==> src/fwsr_pkg.sv <==
// shared constants, types and register map of the flash status host controller
package fwsr_pkg;
    // clock and flash bus timing
    localparam int CLK_PERIOD_NS = 10;
    localparam int T_WE_LOW_NS = 40;
    localparam int T_WE_REC_NS = 20;
    localparam int T_READ_NS = 100;
    localparam int T_ERASE_GAP_US = 50;
    localparam int WE_LOW_CYC = (T_WE_LOW_NS + CLK_PERIOD_NS - 1) / CLK_PERIOD_NS;
    localparam int WE_REC_CYC = (T_WE_REC_NS + CLK_PERIOD_NS - 1) / CLK_PERIOD_NS;
    localparam int READ_CYC = (T_READ_NS + CLK_PERIOD_NS - 1) / CLK_PERIOD_NS;
    localparam int ERASE_GAP_CYC = (T_ERASE_GAP_US * 1000) / CLK_PERIOD_NS;

    // status word bit positions
    localparam int SB_POLL = 7;
    localparam int SB_TOGGLE = 6;
    localparam int SB_TLIMIT = 5;
    localparam int SB_ETIMER = 3;
    localparam int SB_ABORT = 1;

    // software register indices
    localparam logic [2:0] REG_CTRL = 3'h0;
    localparam logic [2:0] REG_ADDR = 3'h1;
    localparam logic [2:0] REG_WDATA = 3'h2;
    localparam logic [2:0] REG_RDATA = 3'h3;
    localparam logic [2:0] REG_STATUS = 3'h4;
    localparam logic [2:0] REG_MASK = 3'h5;

    // control register fields
    localparam int CTL_GO = 3;
    localparam int CTL_USE_LAST = 4;
    localparam int CTL_FAST = 5;

    // operations
    localparam logic [2:0] OP_WRITE = 3'h0;
    localparam logic [2:0] OP_READ = 3'h1;
    localparam logic [2:0] OP_ERASE_ADD = 3'h2;
    localparam logic [2:0] OP_POLL = 3'h3;
    localparam logic [2:0] OP_ABORT_RST = 3'h4;

    // status events
    localparam int EV_DONE = 0;
    localparam int EV_FAIL = 1;
    localparam int EV_ABORT = 2;
    localparam int EV_REJECT = 3;
    localparam int EV_REFUSED = 4;
    localparam int EV_W = 5;
    localparam logic [EV_W-1:0] EV_RESET = 5'h00;

    typedef enum {S_IDLE, S_DECIDE, S_WR_PULSE, S_WR_REC, S_RD_WAIT} fwsr_state_t;
    typedef enum {K_FIN, K_WR, K_RD} fwsr_kind_t;

    // flash control strobes, all active low
    typedef struct packed {
        logic ce_n;
        logic oe_n;
        logic we_n;
        logic dq_oe_n;
    } fwsr_ctl_t;
    localparam fwsr_ctl_t CTL_IDLE = 4'hf;
endpackage

==> src/fwsr_host.sv <==
// host controller driving a parallel nor flash and decoding its status word
`timescale 1ns/1ns

module fwsr_host #(
    parameter int AW = 22,
    parameter int DW = 16,
    parameter int GAP_CYC = fwsr_pkg::ERASE_GAP_CYC,
    parameter logic [3*AW-1:0] ABORT_SEQ_ADDR = '0,
    parameter logic [3*DW-1:0] ABORT_SEQ_DATA = '0
) (
    // clock and reset
    input wire logic sys_clk,
    input wire logic arst_n,
    // software register port
    input wire logic [2:0] sw_addr,
    input wire logic [31:0] sw_wdata,
    input wire logic sw_wr,
    input wire logic sw_rd,
    output logic [31:0] sw_rdata,
    output logic irq,
    // flash pins
    output logic [AW-1:0] flash_addr,
    output logic [DW-1:0] flash_dq_out,
    input wire logic [DW-1:0] flash_dq_in,
    output fwsr_pkg::fwsr_ctl_t flash_ctl,
    input wire logic flash_ready_busy_n
);
    localparam int EV_W_L = fwsr_pkg::EV_W;
    logic rst_meta_n;
    logic rst_n;
    fwsr_pkg::fwsr_state_t state;
    logic [7:0] cnt;
    logic [2:0] step;
    logic [2:0] op;
    logic use_last;
    logic fast;
    logic tlim_seen;
    logic needs_reset;
    logic [AW-1:0] reg_addr;
    logic [AW-1:0] last_wr_addr;
    logic [DW-1:0] reg_wdata;
    logic [DW-1:0] rd_data;
    logic [DW-1:0] prev_data;
    logic [EV_W_L-1:0] status;
    logic [EV_W_L-1:0] mask;
    logic [15:0] gap_cnt;

    fwsr_pkg::fwsr_kind_t next_kind;
    logic [AW-1:0] next_addr;
    logic [DW-1:0] next_data;
    logic [2:0] next_step;
    logic [EV_W_L-1:0] next_ev;
    logic [EV_W_L-1:0] start_ev;
    logic start;
    logic check;
    logic [AW-1:0] cur_addr;
    logic toggling;

    // reset release through two flops
    always_ff @(posedge sys_clk or negedge arst_n)
    begin
        if (!arst_n)
        begin
            rst_meta_n <= 1'b0;
            rst_n <= 1'b0;
        end
        else
        begin
            rst_meta_n <= 1'b1;
            rst_n <= rst_meta_n;
        end
    end

    // go request decode; busy or blocked requests raise a flag and still load the fast bit
    always_comb
    begin
        start = 1'b0;
        start_ev = fwsr_pkg::EV_RESET;
        if (sw_wr && sw_addr == fwsr_pkg::REG_CTRL && sw_wdata[fwsr_pkg::CTL_GO])
        begin
            if (state != fwsr_pkg::S_IDLE || (needs_reset && sw_wdata[2:0] != fwsr_pkg::OP_ABORT_RST))
                start_ev[fwsr_pkg::EV_REFUSED] = 1'b1;
            else
                start = 1'b1;
        end
    end

    // checks may be skipped only while the 50 us spacing is guaranteed
    assign check = !fast || (gap_cnt >= 16'(GAP_CYC));
    assign cur_addr = (op == fwsr_pkg::OP_POLL && use_last) ? last_wr_addr : reg_addr;
    assign toggling = rd_data[fwsr_pkg::SB_TOGGLE] != prev_data[fwsr_pkg::SB_TOGGLE];

    // sequencer: choose the next bus cycle from op, step and last status word
    always_comb
    begin
        next_kind = fwsr_pkg::K_FIN;
        next_addr = cur_addr;
        next_data = reg_wdata;
        next_step = step + 3'h1;
        next_ev = fwsr_pkg::EV_RESET;
        case (op)
            fwsr_pkg::OP_WRITE, fwsr_pkg::OP_READ:
            begin
                if (step == 3'h0)
                    next_kind = (op == fwsr_pkg::OP_WRITE) ? fwsr_pkg::K_WR : fwsr_pkg::K_RD;
                else
                    next_ev[fwsr_pkg::EV_DONE] = 1'b1;
            end
            fwsr_pkg::OP_ERASE_ADD:
            begin
                case (step)
                    3'h0:
                    begin
                        next_kind = check ? fwsr_pkg::K_RD : fwsr_pkg::K_WR;
                        next_step = check ? 3'h1 : 3'h2;
                    end
                    3'h1:
                    begin
                        // erase already running: adding would be ignored
                        if (rd_data[fwsr_pkg::SB_ETIMER])
                            next_ev[fwsr_pkg::EV_REJECT] = 1'b1;
                        else
                            next_kind = fwsr_pkg::K_WR;
                    end
                    3'h2:
                    begin
                        if (check)
                            next_kind = fwsr_pkg::K_RD;
                        else
                            next_ev[fwsr_pkg::EV_DONE] = 1'b1;
                    end
                    3'h3:
                        next_kind = fwsr_pkg::K_RD;
                    default:
                    begin
                        // not toggling or timer already high: command may be lost
                        if (rd_data[fwsr_pkg::SB_ETIMER] || !toggling)
                            next_ev[fwsr_pkg::EV_REJECT] = 1'b1;
                        next_ev[fwsr_pkg::EV_DONE] = 1'b1;
                    end
                endcase
            end
            fwsr_pkg::OP_POLL:
            begin
                // two fresh reads before the toggle bit is judged; the word left by an earlier op is stale
                next_step = (step == 3'h0) ? 3'h1 : 3'h2;
                if (step != 3'h2)
                    next_kind = fwsr_pkg::K_RD;
                else if (!toggling)
                    next_ev[fwsr_pkg::EV_DONE] = 1'b1;
                else if (rd_data[fwsr_pkg::SB_ABORT])
                    next_ev[fwsr_pkg::EV_ABORT] = 1'b1;
                else if (tlim_seen)
                    next_ev[fwsr_pkg::EV_FAIL] = 1'b1; // still toggling after the limit flag
                else
                    next_kind = fwsr_pkg::K_RD;
            end
            fwsr_pkg::OP_ABORT_RST:
            begin
                if (step < 3'h3)
                begin
                    next_kind = fwsr_pkg::K_WR;
                    next_addr = ABORT_SEQ_ADDR[AW*step +: AW];
                    next_data = ABORT_SEQ_DATA[DW*step +: DW];
                end
                else
                    next_ev[fwsr_pkg::EV_DONE] = 1'b1;
            end
            default:
                next_ev[fwsr_pkg::EV_REFUSED] = 1'b1;
        endcase
    end

    // bus cycle engine and flash pins
    always_ff @(posedge sys_clk or negedge rst_n)
    begin
        if (!rst_n)
        begin
            state <= fwsr_pkg::S_IDLE;
            cnt <= 8'h00;
            step <= 3'h0;
            flash_addr <= '0;
            flash_dq_out <= '0;
            flash_ctl <= fwsr_pkg::CTL_IDLE;
            rd_data <= '0;
            prev_data <= '0;
            tlim_seen <= 1'b0;
        end
        else
        begin
            case (state)
                fwsr_pkg::S_IDLE:
                begin
                    if (start)
                    begin
                        state <= fwsr_pkg::S_DECIDE;
                        step <= 3'h0;
                        tlim_seen <= 1'b0;
                    end
                end
                fwsr_pkg::S_DECIDE:
                begin
                    step <= next_step;
                    flash_addr <= next_addr;
                    flash_dq_out <= next_data;
                    case (next_kind)
                        fwsr_pkg::K_WR:
                        begin
                            flash_ctl <= '{ce_n: 1'b0, oe_n: 1'b1, we_n: 1'b0, dq_oe_n: 1'b0};
                            cnt <= 8'(fwsr_pkg::WE_LOW_CYC - 1);
                            state <= fwsr_pkg::S_WR_PULSE;
                        end
                        fwsr_pkg::K_RD:
                        begin
                            flash_ctl <= '{ce_n: 1'b0, oe_n: 1'b0, we_n: 1'b1, dq_oe_n: 1'b1};
                            cnt <= 8'(fwsr_pkg::READ_CYC - 1);
                            state <= fwsr_pkg::S_RD_WAIT;
                        end
                        default:
                            state <= fwsr_pkg::S_IDLE;
                    endcase
                end
                fwsr_pkg::S_WR_PULSE:
                begin
                    cnt <= cnt - 8'h01;
                    if (cnt == 8'h00)
                    begin
                        flash_ctl.we_n <= 1'b1;
                        cnt <= 8'(fwsr_pkg::WE_REC_CYC - 1);
                        state <= fwsr_pkg::S_WR_REC;
                    end
                end
                fwsr_pkg::S_WR_REC:
                begin
                    cnt <= cnt - 8'h01;
                    if (cnt == 8'h00)
                    begin
                        flash_ctl <= fwsr_pkg::CTL_IDLE;
                        state <= fwsr_pkg::S_DECIDE;
                    end
                end
                fwsr_pkg::S_RD_WAIT:
                begin
                    cnt <= cnt - 8'h01;
                    if (cnt == 8'h00)
                    begin
                        // keep the previous word for toggle comparison
                        prev_data <= rd_data;
                        rd_data <= flash_dq_in;
                        tlim_seen <= rd_data[fwsr_pkg::SB_TLIMIT];
                        flash_ctl <= fwsr_pkg::CTL_IDLE;
                        state <= fwsr_pkg::S_DECIDE;
                    end
                end
                default:
                    state <= fwsr_pkg::S_IDLE;
            endcase
        end
    end

    // erase spacing timer, restarted by each sector erase write
    always_ff @(posedge sys_clk or negedge rst_n)
    begin
        if (!rst_n)
            gap_cnt <= 16'hffff;
        else if (state == fwsr_pkg::S_DECIDE && op == fwsr_pkg::OP_ERASE_ADD && next_kind == fwsr_pkg::K_WR)
            gap_cnt <= 16'h0000;
        else if (gap_cnt != 16'hffff)
            gap_cnt <= gap_cnt + 16'h0001;
    end

    // software registers and abort lock
    always_ff @(posedge sys_clk or negedge rst_n)
    begin
        if (!rst_n)
        begin
            op <= fwsr_pkg::OP_WRITE;
            use_last <= 1'b0;
            fast <= 1'b0;
            reg_addr <= '0;
            reg_wdata <= '0;
            mask <= '0;
            last_wr_addr <= '0;
            needs_reset <= 1'b0;
        end
        else
        begin
            if (sw_wr && sw_addr == fwsr_pkg::REG_CTRL)
                fast <= sw_wdata[fwsr_pkg::CTL_FAST];
            if (start)
            begin
                op <= sw_wdata[2:0];
                use_last <= sw_wdata[fwsr_pkg::CTL_USE_LAST];
            end
            if (sw_wr && sw_addr == fwsr_pkg::REG_ADDR && state == fwsr_pkg::S_IDLE)
                reg_addr <= sw_wdata[AW-1:0];
            if (sw_wr && sw_addr == fwsr_pkg::REG_WDATA && state == fwsr_pkg::S_IDLE)
                reg_wdata <= sw_wdata[DW-1:0];
            if (sw_wr && sw_addr == fwsr_pkg::REG_MASK)
                mask <= sw_wdata[EV_W_L-1:0];
            // last loaded location, the polling target for buffer programming
            if (state == fwsr_pkg::S_DECIDE && op == fwsr_pkg::OP_WRITE && next_kind == fwsr_pkg::K_WR)
                last_wr_addr <= next_addr;
            if (state == fwsr_pkg::S_DECIDE && next_ev[fwsr_pkg::EV_ABORT])
                needs_reset <= 1'b1;
            else if (state == fwsr_pkg::S_DECIDE && op == fwsr_pkg::OP_ABORT_RST && next_kind == fwsr_pkg::K_FIN)
                needs_reset <= 1'b0;
        end
    end

    // sticky status, write one to clear; a new event wins over the clear
    always_ff @(posedge sys_clk or negedge rst_n)
    begin
        if (!rst_n)
            status <= fwsr_pkg::EV_RESET;
        else
            status <= (status & ~((sw_wr && sw_addr == fwsr_pkg::REG_STATUS) ? sw_wdata[EV_W_L-1:0] : '0))
                | start_ev | ((state == fwsr_pkg::S_DECIDE) ? next_ev : fwsr_pkg::EV_RESET);
    end

    // read port and interrupt
    always_ff @(posedge sys_clk or negedge rst_n)
    begin
        if (!rst_n)
        begin
            sw_rdata <= 32'h0000_0000;
            irq <= 1'b0;
        end
        else
        begin
            irq <= |(status & mask);
            sw_rdata <= 32'h0000_0000;
            if (sw_rd)
            begin
                case (sw_addr)
                    fwsr_pkg::REG_CTRL: sw_rdata <= 32'({flash_ready_busy_n, needs_reset, state != fwsr_pkg::S_IDLE,
                        fast, use_last, 1'b0, op});
                    fwsr_pkg::REG_ADDR: sw_rdata <= 32'(reg_addr);
                    fwsr_pkg::REG_WDATA: sw_rdata <= 32'(reg_wdata);
                    fwsr_pkg::REG_RDATA: sw_rdata <= 32'(rd_data);
                    fwsr_pkg::REG_STATUS: sw_rdata <= 32'(status);
                    fwsr_pkg::REG_MASK: sw_rdata <= 32'(mask);
                    default: sw_rdata <= 32'h0000_0000;
                endcase
            end
        end
    end
endmodule

==> config.mk <==
export PLATFORM = sky130hd
export DESIGN_NAME = fwsr_host
export DESIGN_NICKNAME = d
export VERILOG_FILES = /design/src/fwsr_pkg.sv /design/src/fwsr_host.sv
export SDC_FILE = /design/constraint.sdc
export NUM_CORES = 1
export LEC_CHECK = 0
export BUFFER_PORTS_ARGS = -buffer_cell sky130_fd_sc_hd__buf_2
export CAP_MARGIN = 20
export CORE_MARGIN = 2
export CORE_UTILIZATION = 57
export CTS_CLUSTER_DIAMETER = 30
export DETAILED_ROUTE_END_ITERATION = 10
export PLACE_DENSITY = 0.79
export SLEW_MARGIN = 20
export SYNTH_ARGS = -nofsm -noshare
export SYNTH_HDL_FRONTEND = slang
export SYNTH_SLANG_ARGS = --single-unit
==> constraint.sdc <==
create_clock -name sys_clk -period 6.56 [get_ports sys_clk]
set_input_delay 0.984 -clock sys_clk [delete_from_list [all_inputs] [get_ports sys_clk]]
set_output_delay 0.984 -clock sys_clk [all_outputs]
set_load 0.05 [all_outputs]
==> results of run 1 <==
[state kept, by name, indices dropped and copies added (netlist names), 4 cells and up]
name and count:
cnt 8, flash_dq_out 16, rd_data 16, status 5, flash_addr 22, gap_cnt 16
last_wr_addr 22, mask 5, reg_addr 22, reg_wdata 16, sw_rdata 22, flash_ctl 4
[power groups by stage]
stage | Clock, mW | Sequential (mW) | Combinational, mW
floorplan | 0 | 2.11 | 0.877
global placement | 0 | 1.89 | 1.37
detailed placement | 0 | 1.90 | 1.41
CTS | 1.08 | 1.89 | 1.42
global route | 1.13 | 1.95 | 1.55
finish | 1.06 | 1.90 | 1.42
[layout make-up]
class,instances,area [um2]
clock buffer,18,439.2
clock inverter,14,173.9
fill,1118,5044
inverter,15,56.30
multi-input combinational,514,3880
sequential,191,4808
tap,211,264.0
timing repair buffer,114,593.1
[kinds of logic (layout without fill, tap and decap cells)]
logic type | after synthesis | after routing | share of synthesized area
other cells | 2 | 11 | 0.0008406
mux | 131 | 131 | 0.1772
buf+inv | 64 | 161 | 0.03501
compound gates | 141 | 141 | 0.1069
flops | 191 | 191 | 0.5378
xor+xnor | 13 | 13 | 0.01275
simple gates | 210 | 210 | 0.1183
fa+ha+maj | 8 | 8 | 0.01120
[worst max-delay path by stage]
stage | from | cells after the start | endpoint | slack, ns
6_report | cnt[0] | 6 | prev_data[6] | 3.21
5_1_grt | cnt[0] | 7 | tlim_seen | 3.07
2_1_floorplan | rst_n | 0 | cnt[0] | 0.88
4_1_cts | cnt[0] | 6 | prev_data[6] | 3.22
3_5_place_dp | cnt[0] | 7 | tlim_seen | 3.25
3_3_place_gp | cnt[0] | 7 | tlim_seen | 3.32
[cell usage in the layout (no fill, tap or decap), types with 5 or more instances in the layout]
master / count
ha_1: 8
nor2_1: 49
mux2i_1: 28
dfrtp_1: 170
inv_1: 15
nand3_1: 14
nor3_1: 9
a22o_1: 19
mux2_2: 77
dfstp_2: 20
a22oi_1: 10
and2_1: 17
mux4_2: 6
o21ai_0: 42
xor2_1: 7
a31oi_1: 8
xnor2_1: 6
mux2_4: 20
conb_1: 11
nand2b_1: 6
a21oi_1: 21
nand2_1: 68
clkbuf_16: 17
o21a_1: 5
buf_2: 110
nor2b_1: 14
[through the flow]
| step | util | hold slack [ns] | cells | worst slack (ns) | instance area (um2) |
|---|---|---|---|---|---|
| global route | 0.6695 | 0.3183 | 1077 | 3.074 | 10210 |
| CTS | 0.6687 | 0.3091 | 1077 | 3.224 | 10200 |
| finish | 0.6695 | 0.3218 | 1077 | 3.207 | 10210 |
| global placement | 0.6285 | 0.3352 | 1045 | 3.316 | 9590 |
| detailed placement | 0.6285 | 0.3358 | 1045 | 3.252 | 9590 |
| floorplan | - | 0.3312 | 769 | 0.8785 | 8967 |
[worst reg2reg max path: cells and delay by family, from the launching register on]
| kind | cells | cell delay, ns |
|---|---|---|
| muxes | 1 | 0.44 |
| buffers and inverters | 1 | 0.14 |
| DFF | 1 | 0.40 |
| and+or+nand+nor | 3 | 2.02 |
| adders and majority gates | 1 | 0.23 |
[per-layer routing]
layer | global-route usage | vias to the layer above | share of wire
li1 | - | 2871 | -
met5 | 0 | - | 0
met4 | 0.07545 | 0 | 0.021
met1 | 0.3287 | 3127 | 0.43
met3 | 0.05078 | 35 | 0.056
met2 | 0.4034 | 198 | 0.49
==> results.cfg, run 1 <==
[power_and_ir_drop]
power.leakage_nw = 5.115
power.density_nw_per_um2 = 428.5
netSwitchingFraction = 0.3760
seqPwrFrac = 0.433
p_total_mw = 4.377
p_comb_frac = 0.324
power_switching_mw = 1.646
clkPwrFrac = 0.242
p_int_mw = 2.731
irDropWorstVdd_v = 0.0003474

[worst_setup_path]
worst_setup_path_start_kind = register
crit_family = simple AND/OR/NAND/NOR gates
critPathMaxFanout = 20
r2r-start = cnt[0]
rrSetupSlack_ns = 3.21
criticalPathCategory = register to register
r2r_end = prev_data[6]
crit_path_cell_trace = inv_1 > ha_1 > or3b_1 > nor3b_1 > and2_1 > mux2_2
crit_required_ns = 6.87
max_stage_delay_ns = 0.98
cp.arrival_ns = 3.67
cp_num_buf_inv = 1
worst-r2r-cell-count = 6
crit_path_top_delay_cell = and2_1
endpoint_kind = register

[cells_and_area]
synthToLayoutAreaGrowth_pct = 14.34
nets = 917
n_antenna_cell = 0
drive_gt1_frac = 0.3279

[timing]
finalHoldViolations = 0
finalSetupViolations = 0
finalCritPeriodShare = 0.5111
maxSlewViolCount = 0
rsz0062_at_grt = false
slew_headroom = 0.2513
skew_ns = 0.01326
finalCriticalPeriod_ns = 3.353
fmax_mhz = 298.2
tightest_slew_ns = 1.123
setup_tns_ns = 0

[grt]
grt.total_usage = 0.2446
grt_pass1_wl_um = 31500
grt_pass1_vias = 6039
grt_overflow = 0
grt_max_degree = 190
antenna_found_initial = 0

[clock_network]
cts-resized-gates = 0
cts_buffer_depth = 2
cts_hold_buffers = 0
postCtsSetupRepairBufs = 0
clock-root-buffer = clkbuf_16
clkTransAtPathRegs_ns = 0.07
cts.sinks = 191
cts_tree = built
numCtsBuffers = 17
h-tree-depth = 4
clk_latency_ns = 0.44

[logic_synthesis]
yosysSeqAreaShare = 0.5378
netlist_area_um2 = 8934
yosysWarningCount = 0
ys.flop_type = dfrtp_1
yosys-top-cells-count = dfrtp_1, mux2_2, nand2_1
synthMostInstantiatedCell = dfrtp_1
yosysTopAreaCell = dfrtp_1
yosysTopAreaCellShare = 0.4790
synthTopCellsByArea = dfrtp_1, mux2_2, dfstp_2, mux2_4, mux2i_1
async_flop_share = 1.000
synth-seq-cells = 191
synth_cell_type_count = 62
synth_edf_count = 0
syn_avg_cell_area_um2 = 11.75
synthCells = 760

[route]
routed_wl_um = 19740
drt_iter0_drc = 543
drc = 0
avgRoutedWirePerCell_um = 18.32
firstDrtPassIters = 5
dr_total_vias = 6231
vias_per_cell = 5.786
ant_nets = 0

[outcome]
status = complete, no violations

[run]
max_cap_violations = 0

[floorplanning]
ios = 131
die_area_um2 = 16690
dieWidth_um = 129.2
coreArea_um2 = 15260
die_h_um = 129.2
start_util = 0.5855
placement_rows = 45

[placed_design]
hpwl_um = 12610
gp_congestion = 0.8890
io_buffers = 110

[hold_path]
hold_path_class = input port to asynchronous set/reset pin
(Power assumes the default switching activity.)
==> inputs of run 2 (changes only) <==
--- a/config.mk
+++ b/config.mk
@@ -8,10 +8,10 @@
 export BUFFER_PORTS_ARGS = -buffer_cell sky130_fd_sc_hd__buf_2
 export CAP_MARGIN = 20
 export CORE_MARGIN = 2
-export CORE_UTILIZATION = 57
+export CORE_UTILIZATION = 52
 export CTS_CLUSTER_DIAMETER = 30
 export DETAILED_ROUTE_END_ITERATION = 10
-export PLACE_DENSITY = 0.79
+export PLACE_DENSITY = 0.76
 export SLEW_MARGIN = 20
 export SYNTH_ARGS = -nofsm -noshare
 export SYNTH_HDL_FRONTEND = slang
==> constraint.sdc (replaced) <==
create_clock -name sys_clk -period 3 [get_ports sys_clk]
set_input_delay 0.45 -clock sys_clk [delete_from_list [all_inputs] [get_ports sys_clk]]
set_output_delay 0.45 -clock sys_clk [all_outputs]
set_load 0.05 [all_outputs]
==> run 2 against run 1 <==
- cell count grew 2.8%
- total power increased by 120%
- highest routed layer unchanged
- core utilization decreased by 5.1 points
- clock skew is 0.0062 ns higher
- critical path depth unchanged
- via count is 1.6% higher
==> results.cfg, run 2 (synthesized netlist as in run 1, its figures left out) <==
[outcome]
status = complete, no violations

[grt]
grt_pass1_wl_um = 33930
grt_overflow = 0
grt_max_degree = 72
antenna_found_initial = 3
grt.total_usage = 0.2424
grt_pass1_vias = 6209

[timing]
tightest_slew_ns = 0.7816
finalCritPeriodShare = 0.9129
slew_headroom = 0.4777
rsz0062_at_grt = false
timing.hold.ws_ns = 0.2382
maxSlewViolCount = 0
setup_tns_ns = 0
finalCriticalPeriod_ns = 2.739
fmax_mhz = 365.1
finalSetupViolations = 0
worst_slack_ns = 0.2613
finalHoldViolations = 0
skew_ns = 0.01949

[cells_and_area]
final_common_cell = dfrtp_1
utilization = 0.6185
layout_common_cells = dfrtp_1, buf_2, mux2_2, nand2_1, nor2_1
seqCellArea_um2 = 4808
multi_input_area_um2 = 3852
n_fill_cell = 1353
synthToLayoutAreaGrowth_pct = 15.63
nets = 936
final_area_um2 = 10330
drive_gt1_frac = 0.3348
stdcell_count = 1107

[worst_setup_path]
criticalPathCategory = register to register
crit_path_cell_trace = nor4_1 > o211ai_2 > a221oi_1 > o21ai_0 > a21oi_1 > a31oi_1
crit_path_top_delay_cell = a21oi_1
crit_required_ns = 3.28
max_stage_delay_ns = 0.61
cp.arrival_ns = 3.02
endpoint_kind = register
worst_setup_path_start_kind = register
critPathMaxFanout = 8

[clock_network]
clk_latency_ns = 0.44
cts.sinks = 191
cts_hold_buffers = 1
h-tree-depth = 4
clock-root-buffer = clkbuf_16
cts_buffer_depth = 2
postCtsSetupRepairBufs = 0
clkTransAtPathRegs_ns = 0.07
cts-resized-gates = 0
numCtsBuffers = 17
cts_tree = built

[floorplanning]
die_h_um = 135.1
dieWidth_um = 135.1
placement_rows = 47
coreArea_um2 = 16700
start_util = 0.5349
ios = 131
die_area_um2 = 18240

[route]
ant_nets = 0
avgRoutedWirePerCell_um = 19.18
drt_iter0_drc = 436
routed_wl_um = 21230
firstDrtPassIters = 6
vias_per_cell = 5.718
dr_total_vias = 6330
drc = 0

[hold_path]
hold_path_class = input port to register

[placed_design]
hpwl_um = 14490
gp_congestion = 0.8364
place_inst = 1072
placedInstanceArea_um2 = 9733
io_buffers = 110
pre_cts_ws_ns = 0.3068

[power_and_ir_drop]
p_total_mw = 9.582
irDropWorstVdd_v = 0.0005699
power.density_nw_per_um2 = 927.6
power.leakage_nw = 5.181

[run]
max_cap_violations = 0
-- run 2: cell types whose count changed in the layout (fill, tap and decap cells not counted), sizes merged --
cell / delta
buf: +18
dlygate4sd3: +1
inv: -1
clkinv: -2
clkinvlp: +3
bufinv: -1
diode: +3
-- run 2: worst paths after layout --
path | startpoint | to | slack (ns) | cells after the start
hold / removal | flash_dq_in[2] | rd_data[2] | 0.24 | 2
hold reg to reg | rst_meta_n | rst_n | 0.35 | 0
max in group asynchronous | rst_n | gap_cnt[5] | 1.72 | 1
setup / recovery | gap_cnt[6] | cnt[7] | 0.26 | 6
setup reg to reg | gap_cnt[6] | cnt[7] | 0.26 | 6
min in group asynchronous | arst_n | rst_n | 0.36 | 2
-- run 2: area by class of cell --
type,count,area share
multi-input combinational,514,0.3729
tap,220,0.02665
timing repair buffer,133,0.07267
clock buffer,18,0.04155
antenna,3,0.0007267
sequential,191,0.4655
clock inverter,13,0.01453
inverter,15,0.005451
-- run 2: where the power goes --
part	switching (mW)	internal (mW)	total, mW	leakage, nW
Combinational	1.86	1.28	3.15	2.41
Clock	1.04	1.18	2.22	0.271
Sequential	0.789	3.43	4.22	2.50
-- run 2: routing by layer --
metal,vias to the layer above,part of all wire,global-route usage
met5,-,0,0
met4,0,0.017,0.08449
met2,209,0.48,0.3801
li1,2916,-,-
met3,24,0.052,0.04429
met1,3181,0.45,0.3424
-- run 2: critical path, delay by kind of cell (launching register included) --
| family | cells | cell delay, ns |
|---|---|---|
| flops | 1 | 0.40 |
| compound gates | 5 | 1.71 |
| simple gates | 1 | 0.48 |
